===== config.mk =====
export PLATFORM = sky130hd
export DESIGN_NAME = bidirectional_port_pin_control
export DESIGN_NICKNAME = d
export VERILOG_FILES = /design/src/hw/gpio_port_pkg.sv /design/src/hw/bidirectional_port_pin_control.sv
export SDC_FILE = /design/constraint.sdc
export NUM_CORES = 1
export LEC_CHECK = 0
export ABC_CLOCK_PERIOD_IN_PS = 3680
export BUFFER_PORTS_ARGS = -buffer_cell sky130_fd_sc_hd__buf_2
export CAP_MARGIN = 5
export CORE_ASPECT_RATIO = 1.5
export CORE_MARGIN = 1.5
export CORE_UTILIZATION = 50
export CTS_CLUSTER_DIAMETER = 60
export DETAILED_ROUTE_END_ITERATION = 16
export GPL_TIMING_DRIVEN = 0
export PLACE_DENSITY = 0.83
export SYNTH_ARGS = -nofsm -noshare
export SYNTH_HDL_FRONTEND = slang
export SYNTH_SLANG_ARGS = --single-unit

===== constraint.sdc =====
create_clock -name sys_clk -period 3.68 [get_ports sys_clk]
set_input_delay 0.92 -clock sys_clk [delete_from_list [all_inputs] [get_ports sys_clk]]
set_output_delay 0.92 -clock sys_clk [all_outputs]
set_load 0.01 [all_outputs]

===== src/hw/gpio_port_pkg.sv =====
package gpio_port_pkg;

  localparam int PIN_COUNT = 8;

  typedef logic [PIN_COUNT-1:0] pin_vec_t;

  localparam logic [2:0] ADDR_PIN_VALUE  = 3'h0;
  localparam logic [2:0] ADDR_DIRECTION  = 3'h1;
  localparam logic [2:0] ADDR_LATCH      = 3'h2;
  localparam logic [2:0] ADDR_ANALOG_SEL = 3'h3;
  localparam logic [2:0] ADDR_OPEN_DRAIN = 3'h4;
  localparam logic [2:0] ADDR_ALT_SEL    = 3'h5;
  localparam logic [2:0] ADDR_ALT_SERIAL = 3'h6;

  localparam pin_vec_t RESET_DIRECTION  = 8'hff;
  localparam pin_vec_t RESET_LATCH      = 8'h00;
  localparam pin_vec_t RESET_ANALOG_SEL = 8'hff;
  localparam pin_vec_t RESET_OPEN_DRAIN = 8'h00;
  localparam pin_vec_t RESET_ALT_SEL    = 8'h00;
  localparam pin_vec_t RESET_ALT_SERIAL = 8'h00;
  localparam pin_vec_t ZERO_VEC         = 8'h00;

  typedef struct packed {
    logic [2:0] addr;
    pin_vec_t   wdata;
    logic       wr;
    logic       rd;
  } reg_req_s;

  typedef struct packed {
    pin_vec_t o;
    pin_vec_t oe;
  } pad_drive_s;

endpackage


===== src/hw/bidirectional_port_pin_control.sv =====
// What this block does
// - After reset every pin is on the latch path with its driver off; router picks others.
// - Analog mode enables analog inputs; digital output may still drive the pin.
// - An enabled analog output wins and turns the digital driver off.
// - Ownership order: configuration, analog out, then port or router.
// - Eight bidirectional pins, one bit each in all seven registers.
// - Direction bit one makes the pin an input, driver disabled.
// - Direction bit zero enables the driver with the latch value.
// - Pin-value read gives pin levels; writing it updates the latch.
// - Port writes replace the whole output latch with the written value.
// - Latch holds the latest write to either latch or pin-value register.
// - Direction bits steer drivers even on analog input pins.
// - Digital reads of analog-selected pins return zero.
// - Analog select leaves digital output unaffected.
// - Analog select resets to analog; software clears it for digital use.
// - Open-drain bit set sinks only; clear drives both levels.
// - Serial two-wire peripheral forces open-drain on pins it owns.
`timescale 1ns/1ps
module bidirectional_port_pin_control (
  input  wire logic                      sys_clk,       // System clock, 40 MHz.
  input  wire logic                      rst_n,         // Asynchronous reset, low.
  input  wire gpio_port_pkg::reg_req_s   reg_req,       // Register bus request.
  output logic    [7:0]                  reg_rdata,     // Read data, cycle after read.
  input  wire gpio_port_pkg::pin_vec_t   pad_in,        // Pin levels from the pads.
  output gpio_port_pkg::pad_drive_s      pad_drive,     // Pad output value and enable.
  output gpio_port_pkg::pin_vec_t        pad_ibuf_en,   // Digital input buffer enable.
  output gpio_port_pkg::pin_vec_t        digital_in,    // Filtered digital pin levels.
  input  wire gpio_port_pkg::pin_vec_t   cfg_own,       // Configuration bits own pin.
  input  wire gpio_port_pkg::pad_drive_s cfg_drive,     // Drive when configuration owns.
  input  wire gpio_port_pkg::pin_vec_t   analog_out_en, // Analog output enabled.
  input  wire gpio_port_pkg::pad_drive_s alt_drive      // Routed peripheral drive.
);
  import gpio_port_pkg::*;

  logic     rst_meta;
  logic     rst_sync_n;
  pin_vec_t pad_meta;
  pin_vec_t pad_sync;
  pin_vec_t direction;
  pin_vec_t latch;
  pin_vec_t analog_sel;
  pin_vec_t open_drain;
  pin_vec_t alt_sel;
  pin_vec_t alt_serial;
  pin_vec_t read_levels;
  wire pin_vec_t next_o;
  wire pin_vec_t next_oe;
  wire pin_vec_t next_ibuf;
  logic [7:0] next_rdata;

  always_ff @(posedge sys_clk or negedge rst_n) begin
    if (!rst_n) begin
      rst_meta   <= 1'b0;
      rst_sync_n <= 1'b0;
    end else begin
      rst_meta   <= 1'b1;
      rst_sync_n <= rst_meta;
    end
  end

  // Pads are asynchronous; only the second stage feeds logic.
  always_ff @(posedge sys_clk or negedge rst_sync_n) begin
    if (!rst_sync_n) begin
      pad_meta <= ZERO_VEC;
      pad_sync <= ZERO_VEC;
    end else begin
      pad_meta <= pad_in;
      pad_sync <= pad_meta;
    end
  end

  // Analog pins read as zero so software never sees a floating level.
  assign read_levels = pad_sync & ~analog_sel;

  // Latch takes writes from either register; a port write replaces every bit.
  // No bits are merged; the write data land in the latch as they are.
  always_ff @(posedge sys_clk or negedge rst_sync_n) begin
    if (!rst_sync_n) begin
      latch <= RESET_LATCH;
    end else if (reg_req.wr) begin
      if (reg_req.addr == ADDR_PIN_VALUE || reg_req.addr == ADDR_LATCH) begin
        latch <= reg_req.wdata;
      end
    end
  end

  always_ff @(posedge sys_clk or negedge rst_sync_n) begin
    if (!rst_sync_n) begin
      direction  <= RESET_DIRECTION;
      analog_sel <= RESET_ANALOG_SEL;
      open_drain <= RESET_OPEN_DRAIN;
      alt_sel    <= RESET_ALT_SEL;
      alt_serial <= RESET_ALT_SERIAL;
    end else if (reg_req.wr) begin
      case (reg_req.addr)
        ADDR_DIRECTION:  direction  <= reg_req.wdata;
        ADDR_ANALOG_SEL: analog_sel <= reg_req.wdata;
        ADDR_OPEN_DRAIN: open_drain <= reg_req.wdata;
        ADDR_ALT_SEL:    alt_sel    <= reg_req.wdata;
        ADDR_ALT_SERIAL: alt_serial <= reg_req.wdata;
        default: ;
      endcase
    end
  end

  always_comb begin
    next_rdata = ZERO_VEC;
    if (reg_req.rd) begin
      case (reg_req.addr)
        ADDR_PIN_VALUE:  next_rdata = read_levels;
        ADDR_DIRECTION:  next_rdata = direction;
        ADDR_LATCH:      next_rdata = latch;
        ADDR_ANALOG_SEL: next_rdata = analog_sel;
        ADDR_OPEN_DRAIN: next_rdata = open_drain;
        ADDR_ALT_SEL:    next_rdata = alt_sel;
        ADDR_ALT_SERIAL: next_rdata = alt_serial;
        default:         next_rdata = ZERO_VEC;
      endcase
    end
  end

  always_ff @(posedge sys_clk or negedge rst_sync_n) begin
    if (!rst_sync_n) begin
      reg_rdata <= ZERO_VEC;
    end else begin
      reg_rdata <= next_rdata;
    end
  end

  // Per-pin ownership, highest priority first.
  // Each pin resolves its owner on its own, so a peripheral can take one pin
  // while its neighbours stay on the latch path.
  generate
    for (genvar i = 0; i < PIN_COUNT; i++) begin : g_pin
      logic val;
      logic en;
      logic od;
      logic ibuf;
      always_comb begin
        val  = latch[i];
        en   = ~direction[i];
        od   = open_drain[i];
        ibuf = ~analog_sel[i];
        if (cfg_own[i]) begin
          val  = cfg_drive.o[i];
          en   = cfg_drive.oe[i];
          od   = 1'b0;
          ibuf = 1'b1;
        end else if (analog_out_en[i]) begin
          // The latch value stays on o so that releasing the analog output
          // does not put a stale level on the pin.
          en   = 1'b0;
          od   = 1'b0;
          ibuf = 1'b0;
        end else if (alt_sel[i]) begin
          val = alt_drive.o[i];
          en  = alt_drive.oe[i];
          od  = od | alt_serial[i];
        end
      end
      // Open drain only ever releases the pin for a one, never drives it high.
      assign next_o[i]    = val;
      assign next_oe[i]   = od ? (en & ~val) : en;
      assign next_ibuf[i] = ibuf;
    end
  endgenerate

  always_ff @(posedge sys_clk or negedge rst_sync_n) begin
    if (!rst_sync_n) begin
      pad_drive.o  <= RESET_LATCH;
      pad_drive.oe <= ZERO_VEC;
      pad_ibuf_en  <= ZERO_VEC;
      digital_in   <= ZERO_VEC;
    end else begin
      pad_drive.o  <= next_o;
      pad_drive.oe <= next_oe;
      pad_ibuf_en  <= next_ibuf;
      digital_in   <= read_levels;
    end
  end

  // Register-side checks.
  a_analog_read_zero: assert property (
    @(posedge sys_clk) disable iff (!rst_sync_n)
    (reg_req.rd && reg_req.addr == ADDR_PIN_VALUE)
    |=> ((reg_rdata & $past(analog_sel)) == ZERO_VEC))
    else $error("analog pin read nonzero");

  a_write_to_latch: assert property (
    @(posedge sys_clk) disable iff (!rst_sync_n)
    (reg_req.wr && reg_req.addr == ADDR_PIN_VALUE)
    |=> latch == $past(reg_req.wdata))
    else $error("pin write missed latch");

  a_latch_write: assert property (
    @(posedge sys_clk) disable iff (!rst_sync_n)
    (reg_req.wr && reg_req.addr == ADDR_LATCH)
    |=> latch == $past(reg_req.wdata))
    else $error("latch write lost");

  // The latch must not move between writes, or a quiet pin would toggle.
  a_latch_hold: assert property (
    @(posedge sys_clk) disable iff (!rst_sync_n)
    !(reg_req.wr && (reg_req.addr == ADDR_PIN_VALUE || reg_req.addr == ADDR_LATCH))
    |=> latch == $past(latch))
    else $error("latch changed without write");

  // Read data stand for one cycle only; otherwise the bus sees zero.
  a_rdata_idle: assert property (
    @(posedge sys_clk) disable iff (!rst_sync_n)
    !reg_req.rd
    |=> reg_rdata == ZERO_VEC)
    else $error("read data outside read");

  // A pin-value read returns synchronised levels, not the latch.
  a_pin_read: assert property (
    @(posedge sys_clk) disable iff (!rst_sync_n)
    (reg_req.rd && reg_req.addr == ADDR_PIN_VALUE)
    |=> reg_rdata == $past(pad_sync & ~analog_sel))
    else $error("pin read wrong");

  // Direction reads back as written.
  a_dir_read: assert property (
    @(posedge sys_clk) disable iff (!rst_sync_n)
    (reg_req.rd && reg_req.addr == ADDR_DIRECTION)
    |=> reg_rdata == $past(direction))
    else $error("direction read wrong");

  // Latch reads give the stored value, not the pin levels.
  a_latch_read: assert property (
    @(posedge sys_clk) disable iff (!rst_sync_n)
    (reg_req.rd && reg_req.addr == ADDR_LATCH)
    |=> reg_rdata == $past(latch))
    else $error("latch read wrong");

  // Analog select reads back as stored.
  a_analog_sel_read: assert property (
    @(posedge sys_clk) disable iff (!rst_sync_n)
    (reg_req.rd && reg_req.addr == ADDR_ANALOG_SEL)
    |=> reg_rdata == $past(analog_sel))
    else $error("analog select read wrong");

  // Open-drain bits read back as stored.
  a_od_read: assert property (
    @(posedge sys_clk) disable iff (!rst_sync_n)
    (reg_req.rd && reg_req.addr == ADDR_OPEN_DRAIN)
    |=> reg_rdata == $past(open_drain))
    else $error("open drain read wrong");

  // A direction write lands on the next edge.
  a_dir_write: assert property (
    @(posedge sys_clk) disable iff (!rst_sync_n)
    (reg_req.wr && reg_req.addr == ADDR_DIRECTION)
    |=> direction == $past(reg_req.wdata))
    else $error("direction write lost");

  // Software must be able to clear analog mode.
  a_analog_write: assert property (
    @(posedge sys_clk) disable iff (!rst_sync_n)
    (reg_req.wr && reg_req.addr == ADDR_ANALOG_SEL)
    |=> analog_sel == $past(reg_req.wdata))
    else $error("analog select write lost");

  // Open-drain bits are written per pin.
  a_od_write: assert property (
    @(posedge sys_clk) disable iff (!rst_sync_n)
    (reg_req.wr && reg_req.addr == ADDR_OPEN_DRAIN)
    |=> open_drain == $past(reg_req.wdata))
    else $error("open drain write lost");

  // Pad-side checks.
  a_input_no_drive: assert property (
    @(posedge sys_clk) disable iff (!rst_sync_n)
    (direction == ~ZERO_VEC && cfg_own == ZERO_VEC && alt_sel == ZERO_VEC)
    |=> pad_drive.oe == ZERO_VEC)
    else $error("input pin driven");

  a_output_drives: assert property (
    @(posedge sys_clk) disable iff (!rst_sync_n)
    (direction == ZERO_VEC && open_drain == ZERO_VEC && cfg_own == ZERO_VEC
     && analog_out_en == ZERO_VEC && alt_sel == ZERO_VEC)
    |=> (pad_drive.oe == ~ZERO_VEC && pad_drive.o == $past(latch)))
    else $error("output not driving latch");

  // Direction alone steers the driver, analog input mode or not.
  a_dir_on_analog: assert property (
    @(posedge sys_clk) disable iff (!rst_sync_n)
    (cfg_own == ZERO_VEC && analog_out_en == ZERO_VEC && alt_sel == ZERO_VEC
     && open_drain == ZERO_VEC)
    |=> pad_drive.oe == ~$past(direction))
    else $error("direction ignored");

  // Analog select never changes the value put on the pad.
  a_analog_keeps_out: assert property (
    @(posedge sys_clk) disable iff (!rst_sync_n)
    (cfg_own == ZERO_VEC && alt_sel == ZERO_VEC)
    |=> pad_drive.o == $past(latch))
    else $error("analog select changed output");

  a_analog_out_hiz: assert property (
    @(posedge sys_clk) disable iff (!rst_sync_n)
    (analog_out_en != ZERO_VEC && cfg_own == ZERO_VEC)
    |=> (pad_drive.oe & $past(analog_out_en)) == ZERO_VEC)
    else $error("analog output pin still driven");

  // Analog outputs shut the digital input buffers.
  a_analog_out_ibuf: assert property (
    @(posedge sys_clk) disable iff (!rst_sync_n)
    1'b1
    |=> (pad_ibuf_en & $past(analog_out_en & ~cfg_own)) == ZERO_VEC)
    else $error("input buffer on under analog output");

  // With no higher owner the input buffer follows analog select.
  a_ibuf_follow: assert property (
    @(posedge sys_clk) disable iff (!rst_sync_n)
    (cfg_own == ZERO_VEC && analog_out_en == ZERO_VEC)
    |=> pad_ibuf_en == ~$past(analog_sel))
    else $error("input buffer wrong");

  // Filtered levels are masked the same way as register reads.
  a_digital_mask: assert property (
    @(posedge sys_clk) disable iff (!rst_sync_n)
    1'b1
    |=> (digital_in & $past(analog_sel)) == ZERO_VEC)
    else $error("analog pin level leaked");

  a_cfg_priority: assert property (
    @(posedge sys_clk) disable iff (!rst_sync_n)
    (cfg_own == ~ZERO_VEC)
    |=> pad_drive.oe == $past(cfg_drive.oe))
    else $error("configuration lost priority");

  // Configuration owns value and input buffer as well as the enable.
  a_cfg_value: assert property (
    @(posedge sys_clk) disable iff (!rst_sync_n)
    (cfg_own == ~ZERO_VEC)
    |=> (pad_drive.o == $past(cfg_drive.o) && pad_ibuf_en == ~ZERO_VEC))
    else $error("configuration value lost");

  // A routed peripheral puts its own value on the pad.
  a_alt_value: assert property (
    @(posedge sys_clk) disable iff (!rst_sync_n)
    (cfg_own == ZERO_VEC && analog_out_en == ZERO_VEC && alt_sel == ~ZERO_VEC)
    |=> pad_drive.o == $past(alt_drive.o))
    else $error("routed value lost");

  a_open_drain: assert property (
    @(posedge sys_clk) disable iff (!rst_sync_n)
    1'b1
    |=> (pad_drive.oe & pad_drive.o & ($past(open_drain) & ~$past(cfg_own))) == ZERO_VEC)
    else $error("open drain drove high");

  a_serial_od: assert property (
    @(posedge sys_clk) disable iff (!rst_sync_n)
    1'b1
    |=> (pad_drive.oe & pad_drive.o & $past(alt_serial & alt_sel & ~cfg_own)) == ZERO_VEC)
    else $error("serial pin drove high");

  // Reset values are checked at the edge where the internal reset lifts.
  a_analog_reset: assert property (
    @(posedge sys_clk)
    $rose(rst_sync_n)
    |-> analog_sel == RESET_ANALOG_SEL)
    else $error("analog select reset wrong");

  // After reset every pin sits on the latch path, no routed owner.
  a_reset_latch_path: assert property (
    @(posedge sys_clk)
    $rose(rst_sync_n)
    |-> (latch == RESET_LATCH && alt_sel == RESET_ALT_SEL))
    else $error("pin not on latch path after reset");
endmodule


==> results_dict.tcl <==
set metrics [dict create \
    ant_nets 0 \
    synthCells 363 \
    leakage_nw 2.60 \
    relSlewSlack_pct 60.1 \
    rr_endpoint "pad_drive[1]" \
    r2r_cells 3 \
    ir_worst_vdd_uv 441 \
    dp.cells 582 \
    critPathCaptureType "register" \
    use_met1_pct 26.1 \
    rsz0062_at_grt "false" \
    r2r-start "alt_sel[1]" \
    drive_above_1_share_pct 42.2 \
    drt-initial-drc-count 199 \
    cts_buffer_depth 2 \
    clockRootBuffer "clkbuf_16" \
    fin_tns_setup_ns 0 \
    final_common_cell "buf_2" \
    hpwl_um 7360 \
    synth-compound-area-share_pct 11.9 \
    synthMuxAreaShare_pct 16.0 \
    clk_pin_slew_ns 0.07 \
    ys.flop_type "dfrtp_1" \
    globalRouteMet3Util_pct 6.11 \
    yosys.area_share.adder_pct 0 \
    grt_util_met2_pct 38.5 \
    die_y_um 121 \
    nets 554 \
    final_hold_viol_count 0 \
    drc 0 \
    grt_pass1_vias 3487 \
    antenna_found_initial 0 \
    skew_ns 0.00665 \
    synth_edf_count 0 \
    num-fill-cells 708 \
    synthToLayoutAreaGrowth_pct 23.3 \
    synth-simple-area-share_pct 11.7 \
    antenna_cells 0 \
    slew_viol_final 0 \
    post_cts.repair.setup_buffers 0 \
    async_flop_share_pct 100 \
    syn-num-nets 434 \
    cp_max_fo 8 \
    worst_pin_slew_ns 0.598 \
    synthTopCellsByArea "dfrtp_1, mux2_2, dfstp_2" \
    grt_pass1_wl_um 16700 \
    busiest_layer "met2" \
    start_util_pct 52.0 \
    instances_no_fill 598 \
    insertion_delay_ns 0.35 \
    grt_overflow_total 0 \
    max_cap_viol_count 0 \
    ctsResizeCount 0 \
    hold_path_class "register to asynchronous set/reset pin" \
    synthXorXnorAreaFrac_pct 0 \
    via_per_inst 5.67 \
    wire_per_inst_um 17.8 \
    grt_max_degree 66 \
    gp_congestion 0.826 \
    synth_top_family_by_area "multiplexers" \
    io_buffers 108 \
    worstSetupPathType "primary input to register" \
    num_vias 3393 \
    syn_area_per_cell_um2 12.7 \
    cts_buffers 9 \
    yosysTopAreaCellShare_pct 48.8 \
    firstDrtPassIters 4 \
    cts_tree "yes" \
    hold_buffers 0 \
    yosysWarnings 0 \
    fin_crit_sh_pct 54.5 \
    crit_arrival_ns 2.24 \
    grt_usage_pct 23.0 \
    synth_largest_area_cell "dfrtp_1" \
    synth.distinct_cells 37 \
    core_area_um2 8880 \
    r2r_setup_slack_ns 2.24 \
    die-width_um 81.5 \
    ioPinCount 111 \
    ys_seq_area_share_pct 57.9 \
    fin_crit_ns 2.01 \
    setup_viol 0 \
    cp_data_required_time_ns 3.92 \
    clock-sinks 106 \
    p_total_w 0.00320 \
    start_kind "primary input" \
    die_area_um2 9830 \
    max_freq_ghz 0.499 \
    layout_common_cells "buf_2, dfrtp_1, mux2_2" \
    p_per_area_nw_per_um2 561 \
    synth_seq_cells 106 \
    rows 42 \
    htree_levels 3 \
    wl_um 10600 \
    syn-cell-area_um2 4620 \
    status "completed" \
]
flip-flops by register name (all words and copies together) (netlist names):
register,count
pad_drive,16
alt_sel,8
alt_serial,8
analog_sel,8
digital_in,8
direction,8
latch,8
open_drain,8
pad_ibuf_en,8
pad_meta,8
pad_sync,8
reg_rdata,8
rst_meta,1
rst_sync_n,1
stage by stage:
| step | area (um^2) | hold WS [ns] | worst slack (ns) | util, % |
|---|---|---|---|---|
| 2_1_floorplan | 4620 | 0.331 | 0.536 | - |
| 5_1_grt | 5690 | 0.334 | 1.63 | 64.1 |
| 3_5_place_dp | 5330 | 0.334 | 1.31 | 60.0 |
| 6_report | 5690 | 0.324 | 1.67 | 64.1 |
| 4_1_cts | 5690 | 0.328 | 1.70 | 64.1 |
| 3_3_place_gp | 5290 | 0.333 | -0.453 | 59.6 |
cell usage after synthesis, types with 2 or more instances:
| cell type | count |
|---|---|
| nor2b_1 | 30 |
| nand2_1 | 17 |
| inv_1 | 8 |
| clkbuf_1 | 2 |
| buf_2 | 7 |
| a21oi_1 | 14 |
| a22oi_1 | 3 |
| o21bai_1 | 8 |
| mux2_2 | 40 |
| nor2_1 | 16 |
| mux2_4 | 8 |
| nor3b_1 | 5 |
| and4b_1 | 4 |
| a32oi_1 | 12 |
| mux2i_1 | 8 |
| nand3_2 | 3 |
| mux2_1 | 8 |
| dfrtp_1 | 90 |
| a31oi_1 | 12 |
| o41ai_1 | 7 |
| o21ai_0 | 14 |
| dfstp_2 | 16 |
| and2_1 | 9 |
| a2111oi_0 | 7 |
| buf_6 | 3 |
report_power, final:
group,switching [W],internal (W),leakage (nW)
combinational,0.000238,0.000278,1.17
clock,0.000421,0.000733,0.176
sequential,0.000156,0.00137,1.25
cell families after synthesis:
group | count (synthesis)
buf+inv | 20
mux | 64
other cells | 1
compound gates | 80
flops | 106
simple gates | 92
per-layer routing:
layer,up-vias,wire length [um]
met2,117,5560
met3,30,594
met1,1670,4120
met5,-,0
met4,0,364
li1,1576,-
critical path, stage by stage:
cell,delay (ns)
buf_2,0.14
nor2_2,0.36
and3_1,0.20
buf_2,0.25
mux2_2,0.37
cell type report:
class | instances | area, um^2 | share of cell area [%]
Sequential cell | 106 | 2680 | 47.0
Tap cell | 110 | 138 | 2.42
Clock buffer | 9 | 225 | 3.96
Inverter | 8 | 30.0 | 0.528
Buffer | 12 | 76.3 | 1.34
Timing Repair Buffer | 109 | 568 | 9.98
Clock inverter | 7 | 141 | 2.48
Multi-Input combinational cell | 237 | 1840 | 32.3
worst max path at each step:
stage	from	to	slack [ns]	cells after the start
floorplan	rst_sync_n	alt_sel[0]	0.54	0
global placement	rst_sync_n	digital_in[0]	-0.45	0
detailed placement	reg_req[11]	open_drain[5]	1.31	5
CTS	reg_req[11]	open_drain[5]	1.70	5
global route	reg_req[11]	open_drain[0]	1.63	5
finish	reg_req[11]	open_drain[5]	1.67	5
No activity file was read; power rests on OpenSTA's default activity.
